==> config.mk <==
export PLATFORM = sky130hd
export DESIGN_NAME = sector_op_completion_status
export DESIGN_NICKNAME = d
export VERILOG_FILES = /design/src/core/op_status_pkg.sv /design/src/core/sticky_flag.sv /design/src/core/sector_op_completion_status.sv
export SDC_FILE = /design/constraint.sdc
export NUM_CORES = 1
export LEC_CHECK = 0
export BUFFER_PORTS_ARGS = -buffer_cell sky130_fd_sc_hd__buf_2
export CAP_MARGIN = 30
export CELL_PAD_IN_SITES_DETAIL_PLACEMENT = 2
export CELL_PAD_IN_SITES_GLOBAL_PLACEMENT = 2
export CORE_AREA = 10 10 111 113
export CTS_BUF_LIST = sky130_fd_sc_hd__clkbuf_8
export DETAILED_ROUTE_END_ITERATION = 6
export DIE_AREA = 0 0 121 123
export PLACE_DENSITY_LB_ADDON = 0.1
export SYNTH_ARGS = -nofsm -noshare
export SYNTH_HDL_FRONTEND = slang
export SYNTH_SLANG_ARGS = --single-unit
export TNS_END_PERCENT = 100
==> constraint.sdc <==
create_clock -name clk -period 2.11 [get_ports clk]
set_input_delay 0.1055 -clock clk [delete_from_list [all_inputs] [get_ports clk]]
set_output_delay 0.1055 -clock clk [all_outputs]
set_load 0.01 [all_outputs]
==> src/core/op_status_pkg.sv <==
// Constants shared by the sector operation completion status logic.
// Assumes a single 100 MHz clock and an active-low asynchronous reset.
`default_nettype none
package op_status_pkg;
    // Register offsets on the microcontroller port.
    localparam logic [7:0] OFS_OP_IRQ_FLAGS = 8'h22;
    localparam logic [7:0] OFS_MEDIA_FAULT = 8'h23;
    // Field positions in operation_interrupt_flags.
    localparam int IRQ_MEDIA_PEND = 7;
    localparam int IRQ_ECC_PEND = 6;
    localparam int IRQ_COUNT_ZERO = 1;
    localparam int IRQ_OP_DONE = 0;
    // Field positions in media_fault_flags.
    localparam int MED_PSEUDO_MARK = 7;
    localparam int MED_MARK_OUTSIDE = 6;
    localparam int MED_ID_ERROR = 5;
    localparam int MED_BLANK_ERR = 0;
    // Field positions in the ECC error status byte.
    localparam int ECC_HW_FAULT = 3;
    localparam int ECC_XFER_FAULT = 1;
    localparam int ECC_FW_FAULT = 0;
    // Field positions in the ID error cause.
    localparam int IDC_NOT_FOUND = 0;
    localparam int IDC_VOTE_FAIL = 1;
    localparam int IDC_ABOVE_TARGET = 2;
    // Revolutions allowed without a usable ID.
    localparam logic [1:0] REV_LIMIT = 2'h2;
    // Values after reset.
    localparam logic [7:0] RST_BYTE = 8'h00;
    localparam logic [15:0] RST_ID_TARGET = 16'h0000;
    // Operation modes from the sequencer.
    typedef enum logic [2:0] {
        MODE_WRITE = 3'b000,
        MODE_READ_ID = 3'b001,
        MODE_SEARCH_ID = 3'b010,
        MODE_BLANK_VERIFY = 3'b011,
        MODE_NONBLANK_VERIFY = 3'b100
    } op_mode_t;
    // Sequencer states.
    typedef enum logic [2:0] {
        ST_IDLE = 3'b000,
        ST_WRITE = 3'b001,
        ST_READ_ID = 3'b010,
        ST_SEARCH_ID = 3'b011,
        ST_VERIFY = 3'b100,
        ST_FINISH = 3'b101
    } op_state_t;
endpackage : op_status_pkg
`default_nettype wire

==> src/core/sticky_flag.sv <==
// One sticky status bit: set by hardware, cleared by a write of one.
// Assumes set and clear are single-cycle pulses in the clk domain.
`default_nettype none
module sticky_flag (
    // Clock and reset.
    input wire logic clk,
    input wire logic rst_b,
    // Control.
    input wire logic set,
    input wire logic clr,
    // State.
    output logic q
);
    logic q_d;

    // A set in the cycle of a clear wins.
    always_comb begin
        q_d = set | (q & ~clr);
    end

    always_ff @(posedge clk or negedge rst_b) begin
        if (!rst_b) begin
            q <= 1'b0;
        end else begin
            q <= q_d;
        end
    end
endmodule : sticky_flag
`default_nettype wire

==> src/core/sector_op_completion_status.sv <==
// Completion and media error status for the disk sequencer operations.
// Assumes sequencer events are one-cycle pulses synchronous to clk.
//
// Behaviour
// - Write stop: raise completion, count holds sectors whose transfer never began.
// - Clean write ends with both pending indications clear and count zero.
// - ECC fault aborts a write, ECC pending set before completion.
// - Transfer fault bit 1: count already stepped for the failed sector.
// - ECC bit 3 marks internal hardware fault, bit 0 firmware fault.
// - Media fault aborts write, ECC pending clear, count frozen as is.
// - Read ID success loads target registers, completes without media error.
// - Read ID halts after two revolutions without good ID, sets ID error.
// - Search ID completes only on failure, runs until firmware halts it.
// - Search ID aborts after two revolutions without good ID, ID error.
// - Verify stop: count holds sectors not yet verified.
// - Clean verify completes with media pending clear and count zero.
// - Blank sector error: failing sector already counted off.
// - Media bits 7 to 1 abort verify with count frozen.
// - Writing one to a media status bit clears only that bit.
// - Writing one to media pending clears every media status bit.
// - Media bit 7 sets when a substitute sector mark is generated.
// - Media bit 6 sets on a sector mark outside an enabled window.
// - In ID search, bit 5 sets only on two revolutions without good ID.
// - Write and verify: bit 5 on target miss or failed ID vote.
// - Write and verify: bit 5 on good ID above target, cause recorded.
// - Interrupt bit 6 mirrors any ECC bit, writing one clears all.
// - Interrupt bit 0 sets when the operation completes or halts, except a halted ID search.
// - Media pending reads set whenever any media status bit is set.
`default_nettype none
module sector_op_completion_status
    import op_status_pkg::*;
(
    // Clock and reset.
    input wire logic clk,
    input wire logic rst_b,
    // Microcontroller register port.
    input wire logic [7:0] cpu_addr,
    input wire logic cpu_wr,
    input wire logic cpu_rd,
    input wire logic [7:0] cpu_wdata,
    output logic [7:0] cpu_rdata_q,
    // Operation control.
    input wire logic op_start,
    input wire op_status_pkg::op_mode_t op_mode,
    input wire logic op_halt,
    input wire logic count_load,
    input wire logic [7:0] count_value,
    // Sequencer events.
    input wire logic sector_begin,
    input wire logic sector_end,
    input wire logic ecc_hw_fault,
    input wire logic ecc_xfer_fault,
    input wire logic ecc_fw_fault,
    input wire logic pseudo_mark,
    input wire logic mark_seen,
    input wire logic mark_window_en,
    input wire logic mark_window_open,
    input wire logic data_read_gate,
    input wire logic index_pulse,
    input wire logic id_good,
    input wire logic [15:0] id_value,
    input wire logic target_found,
    input wire logic id_vote_fail,
    input wire logic blank_err,
    // Status outputs.
    output logic [7:0] sector_count_q,
    output logic [15:0] id_target_q,
    output logic [7:0] ecc_status_q,
    output logic [2:0] id_err_cause_q,
    output logic op_active_q
);
    import op_status_pkg::*;

    op_state_t state_q, state_d;
    logic [1:0] rev_q;
    logic [7:0] med_bits, ecc_bits;
    logic wr_irq, wr_med, clr_all_med, clr_all_ecc;
    logic rev_timeout, id_above, id_err_set, media_abort, ecc_abort;
    logic done_set, done_q, search_mode;

    assign wr_irq = cpu_wr && (cpu_addr == OFS_OP_IRQ_FLAGS);
    assign wr_med = cpu_wr && (cpu_addr == OFS_MEDIA_FAULT);
    assign clr_all_med = wr_irq && cpu_wdata[IRQ_MEDIA_PEND];
    assign clr_all_ecc = wr_irq && cpu_wdata[IRQ_ECC_PEND];
    assign search_mode = (state_q == ST_SEARCH_ID);
    assign rev_timeout = (rev_q == REV_LIMIT);
    assign id_above = id_good && (id_value > id_target_q) && !search_mode;
    always_comb begin
        if (state_q == ST_SEARCH_ID || state_q == ST_READ_ID) begin
            id_err_set = rev_timeout;
        end else if (state_q == ST_WRITE || state_q == ST_VERIFY) begin
            id_err_set = rev_timeout || (target_found && id_vote_fail) || id_above;
        end else begin
            id_err_set = 1'b0;
        end
    end

    // Media status bits, each cleared alone or all together.
    sticky_flag u_med_pseudo (
        .clk(clk), .rst_b(rst_b),
        .set(pseudo_mark),
        .clr(clr_all_med || (wr_med && cpu_wdata[MED_PSEUDO_MARK])),
        .q(med_bits[MED_PSEUDO_MARK])
    );
    sticky_flag u_med_outside (
        .clk(clk), .rst_b(rst_b),
        .set(mark_seen && mark_window_en && !mark_window_open),
        .clr(clr_all_med || (wr_med && cpu_wdata[MED_MARK_OUTSIDE])),
        .q(med_bits[MED_MARK_OUTSIDE])
    );
    sticky_flag u_med_id (
        .clk(clk), .rst_b(rst_b),
        .set(id_err_set),
        .clr(clr_all_med || (wr_med && cpu_wdata[MED_ID_ERROR])),
        .q(med_bits[MED_ID_ERROR])
    );
    sticky_flag u_med_blank (
        .clk(clk), .rst_b(rst_b),
        .set(blank_err && state_q == ST_VERIFY),
        .clr(clr_all_med || (wr_med && cpu_wdata[MED_BLANK_ERR])),
        .q(med_bits[MED_BLANK_ERR])
    );
    assign med_bits[4:1] = 4'h0;

    // ECC status bits raised by aborted writes.
    sticky_flag u_ecc_hw (
        .clk(clk), .rst_b(rst_b),
        .set(ecc_hw_fault && state_q == ST_WRITE),
        .clr(clr_all_ecc), .q(ecc_bits[ECC_HW_FAULT])
    );
    sticky_flag u_ecc_xfer (
        .clk(clk), .rst_b(rst_b),
        .set(ecc_xfer_fault && state_q == ST_WRITE),
        .clr(clr_all_ecc), .q(ecc_bits[ECC_XFER_FAULT])
    );
    sticky_flag u_ecc_fw (
        .clk(clk), .rst_b(rst_b),
        .set(ecc_fw_fault && state_q == ST_WRITE),
        .clr(clr_all_ecc), .q(ecc_bits[ECC_FW_FAULT])
    );
    assign ecc_bits[7:4] = 4'h0;
    assign ecc_bits[2] = 1'b0;

    // Operation completion flag.
    assign done_set = (state_q == ST_FINISH) || (op_halt && state_q != ST_IDLE
        && state_q != ST_SEARCH_ID);
    sticky_flag u_done (
        .clk(clk), .rst_b(rst_b),
        .set(done_set),
        .clr(wr_irq && cpu_wdata[IRQ_OP_DONE]),
        .q(done_q)
    );

    assign ecc_abort = ecc_hw_fault || ecc_xfer_fault || ecc_fw_fault;
    assign media_abort = |med_bits[7:1];

    // Operation sequencer.
    always_comb begin
        state_d = state_q;
        case (state_q)
            ST_IDLE: begin
                if (op_start) begin
                    case (op_mode)
                        MODE_WRITE: state_d = ST_WRITE;
                        MODE_READ_ID: state_d = ST_READ_ID;
                        MODE_SEARCH_ID: state_d = ST_SEARCH_ID;
                        default: state_d = ST_VERIFY;
                    endcase
                end
            end
            ST_WRITE: begin
                if (op_halt) begin
                    state_d = ST_IDLE;
                end else if (ecc_abort || media_abort) begin
                    state_d = ST_FINISH;
                end else if (sector_end && sector_count_q == RST_BYTE) begin
                    state_d = ST_FINISH;
                end
            end
            ST_READ_ID: begin
                if (op_halt) begin
                    state_d = ST_IDLE;
                end else if (id_good || rev_timeout) begin
                    state_d = ST_FINISH;
                end
            end
            ST_SEARCH_ID: begin
                if (op_halt) begin
                    state_d = ST_IDLE;
                end else if (rev_timeout) begin
                    state_d = ST_FINISH;
                end
            end
            ST_VERIFY: begin
                if (op_halt) begin
                    state_d = ST_IDLE;
                end else if (blank_err || media_abort) begin
                    state_d = ST_FINISH;
                end else if (sector_end && sector_count_q == RST_BYTE) begin
                    state_d = ST_FINISH;
                end
            end
            ST_FINISH: state_d = ST_IDLE;
            default: state_d = ST_IDLE;
        endcase
    end

    always_ff @(posedge clk or negedge rst_b) begin
        if (!rst_b) begin
            state_q <= ST_IDLE;
        end else begin
            state_q <= state_d;
        end
    end

    // Sector count steps down as each sector's transfer or check begins.
    always_ff @(posedge clk or negedge rst_b) begin
        if (!rst_b) begin
            sector_count_q <= RST_BYTE;
        end else if (count_load && state_q == ST_IDLE) begin
            sector_count_q <= count_value;
        end else if (sector_begin && sector_count_q != RST_BYTE
                     && (state_q == ST_WRITE || state_q == ST_VERIFY)) begin
            sector_count_q <= sector_count_q - 8'h01;
        end
    end

    // Revolutions since the last usable ID or target sighting.
    always_ff @(posedge clk or negedge rst_b) begin
        if (!rst_b) begin
            rev_q <= 2'h0;
        end else if (state_q == ST_IDLE || id_good
                     || (target_found && !id_vote_fail)) begin
            rev_q <= 2'h0;
        end else if (index_pulse && !rev_timeout) begin
            rev_q <= rev_q + 2'h1;
        end
    end

    // ID target capture on any error-free ID in the ID modes.
    always_ff @(posedge clk or negedge rst_b) begin
        if (!rst_b) begin
            id_target_q <= RST_ID_TARGET;
        end else if (id_good && (state_q == ST_READ_ID || state_q == ST_SEARCH_ID)) begin
            id_target_q <= id_value;
        end
    end

    // ID error cause, cleared with the ID error bit.
    always_ff @(posedge clk or negedge rst_b) begin
        if (!rst_b) begin
            id_err_cause_q <= 3'h0;
        end else if (id_err_set) begin
            id_err_cause_q <= {id_above, target_found && id_vote_fail, rev_timeout};
        end else if (clr_all_med || (wr_med && cpu_wdata[MED_ID_ERROR])) begin
            id_err_cause_q <= 3'h0;
        end
    end

    // Register read data and status mirrors.
    always_ff @(posedge clk or negedge rst_b) begin
        if (!rst_b) begin
            cpu_rdata_q <= RST_BYTE;
        end else if (cpu_rd && cpu_addr == OFS_OP_IRQ_FLAGS) begin
            cpu_rdata_q <= {|med_bits, |ecc_bits, 4'h0,
                            sector_count_q == RST_BYTE, done_q};
        end else if (cpu_rd && cpu_addr == OFS_MEDIA_FAULT) begin
            cpu_rdata_q <= med_bits;
        end else if (cpu_rd) begin
            cpu_rdata_q <= RST_BYTE;
        end
    end

    always_ff @(posedge clk or negedge rst_b) begin
        if (!rst_b) begin
            ecc_status_q <= RST_BYTE;
            op_active_q <= 1'b0;
        end else begin
            ecc_status_q <= ecc_bits;
            op_active_q <= (state_d != ST_IDLE) && (state_d != ST_FINISH);
        end
    end
endmodule : sector_op_completion_status
`default_nettype wire

==> flow_metrics.tcl <==
set metrics [dict create \
    cp.arrival_ns 2.23 \
    drt_iter0_markers 51 \
    die_h_um 123 \
    hold_depth 2 \
    ant_nets 0 \
    cp_max_fo 4 \
    synth_area_per_cell_um2 9.58 \
    rr_endpoint "op_active_q" \
    drc 0 \
    hold_viol_final 0 \
    maxSlewViolCount 0 \
    dieArea_mm2 0.0149 \
    final.fill_count 1139 \
    final_core_util_pct 38.0 \
    setup.worst_path.start_class "flip-flop" \
    clk-insertion-delay-late_ns 0.31 \
    die_w_um 121 \
    crit_type "flip-flop to flip-flop" \
    grt_util_met2_pct 21.4 \
    r2r_start "sector_count_q[0]" \
    place_ws_ns 0.0398 \
    async_reset_ff_share_pct 100 \
    cap_violations 0 \
    cp_top_family "simple AND/OR/NAND/NOR gates" \
    layout_common_cells "95 x buf_2, 47 x dfrtp_1, 31 x inv_1, 27 x nand2_1, 22 x o21ai_0" \
    cts_tree "yes" \
    period_minus_slack_ns 2.02 \
    dp_cells 535 \
    setup_violations 0 \
    viasPerCell 4.65 \
    timing.final.ws_setup_ns 0.0851 \
    skew_ns 0.00619 \
    crit_buf_inv 3 \
    cpMaxStageDelayCell "or4_4" \
    cts-buffers-inserted 5 \
    io_buffers 95 \
    cellLeakagePower_nw 1.87 \
    gr-usage-met1_pct 13.9 \
    drt_wl_total_mm 9.14 \
    critPathCaptureType "flip-flop" \
    grt_max_degree 29 \
    synth_ff_type "dfrtp_1" \
    min_to "id_target_q[15]" \
    required_ns 2.32 \
    vias 2597 \
    seq_area_frac_synth_pct 43.1 \
    grt_pass1_vias 2935 \
    final_nets 505 \
    area_delta_synth_final_pct 35.3 \
    min_from "id_value[15]" \
    drive_gt1_share_pct 37.4 \
    p_per_area_mw_per_mm2 1110 \
    ios 109 \
    place_congestion 0.740 \
    dpl.hpwl_mm 7.36 \
    synth_edf_count 0 \
    slowest_delay_ns 0.52 \
    synthCells 297 \
    cts.sinks 49 \
    first_pass_iters 4 \
    overflow 0 \
    layout_worst_path_cycle_share_pct 96.0 \
    outcome "finished, final reports clean" \
    synth_area_mm2 0.00285 \
    whs_ns 0.0371 \
    ys_warn_count 0 \
    grt_busiest_layer "met2" \
    antenna_found_initial 0 \
    cts_buffer_depth 2 \
    max_freq_mhz 494 \
    grt_usage_pct 12.4 \
    globalRouteMet3Util_pct 4.60 \
    r2r_setup_slack_ns 0.09 \
    setup_tns_ns 0 \
    cts-root-buf "clkbuf_8" \
    ff2ff_path_depth 9 \
    final_common_cell "buf_2" \
    synth-seq-cells 49 \
    slew_headroom_pct 62.5 \
    ys_types 51 \
    htreeDepth 2 \
    grt_pass1_wl_mm 14.8 \
    initial_core_util_pct 28.1 \
    peakVddDrop_uv 383 \
    wl_per_cell_um 16.4 \
    crit_chain "inv_1 > ha_2 > inv_2 > nor4b_2 > buf_4 > and3_1 > or4_4 > xor2_1 > or2_1" \
    hold_path.class "input port to flip-flop" \
    instances_no_fill 559 \
    rows 37 \
    cts.clk_slew.worst_paths_ns 0.09 \
    worst_pin_slew_ns 0.562 \
    n_antenna_cell 0 \
    core_mm2 0.0101 \
]
==> Yosys cell counts (3+ instances only) <==
cell       n  area share (%)
xnor2_1    8             2.5
nand3_1    3            0.53
dfrtp_1   49              43
a21o_1     5             1.3
clkbuf_1   5            0.66
mux2_2    16             6.3
nand2_1   27             3.6
buf_4      9             2.4
inv_1     31             4.1
nor3_1     6             1.1
nor2b_1    4            0.88
a21oi_1   17             3.0
and3_1     3            0.66
o21ai_0   23             4.0
nand4_1    3            0.66
nor4_1     5             1.1
nand2b_1   3            0.66
or2b_1     3            0.79
a22o_1     3            0.92
and2_1     4            0.88
ha_1      18             7.9
nor2_1    15             2.0
==> cells by family after synthesis <==
logic type / share of synthesized area [%]
xor gates and xnor gates: 3.08
adders and majority gates: 7.91
AOI/OAI and AO/OA: 14.6
and+or+nand+nor: 17.3
other: 0.132
DFF: 43.1
buffers and inverters: 7.56
muxes: 6.33
==> flip-flops by register name (all words and copies together), names as in the netlist, 2 cells and up <==
name and flops:
sector_count_q 8, ecc_status_q 3, rev_q 2, cpu_rdata_q 5
id_err_cause_q 3, id_target_q 16, state_q 3
==> repair_timing <==
item                       4_1_cts  5_1_grt
resized for setup                0        8
hold endpoints to repair        31        0
hold buffers                    11        0
setup buffers                    0        5
setup endpoints to repair        0        9
==> layout make-up <==
class                   instances  area [um2]  area share [%]
flip-flops and latches         49        1230            31.9
well taps                     136         170            4.42
multi-input cells             207        1460            37.8
clock inverters                 2        33.8           0.877
repair buffers                128         763            19.8
inverters                      31         116            3.02
clock buffers                   6        82.6            2.14
==> power by group <==
part           switching, mW  internal [mW]
clock network          0.334          0.382
registers              0.213           1.23
logic                   1.07           1.02
total                   1.62           2.64
==> layer usage <==
metal	wire length (um)	vias up
met1	3890	1262
met4	160	0
li1	-	1263
met5	0	-
met3	606	9
met2	4490	63
==> worst max path at each step <==
stage | start | end | cells after the start
after floorplan | sector_count_q[0] | op_active_q | 8
after global placement | sector_count_q[0] | op_active_q | 9
after detailed placement | sector_count_q[0] | op_active_q | 9
after CTS | sector_count_q[0] | op_active_q | 9
after global routing | sector_count_q[0] | op_active_q | 9
final | sector_count_q[0] | op_active_q | 9
==> stage by stage <==
step / power [mW] / area (um2)
floorplan: 2.65 / 2870
global placement: 3.43 / 3560
detailed placement: 3.49 / 3560
CTS: 4.27 / 3790
global route: 4.67 / 3850
finish: 4.26 / 3850
No activity file was read; power rests on OpenSTA's default activity.
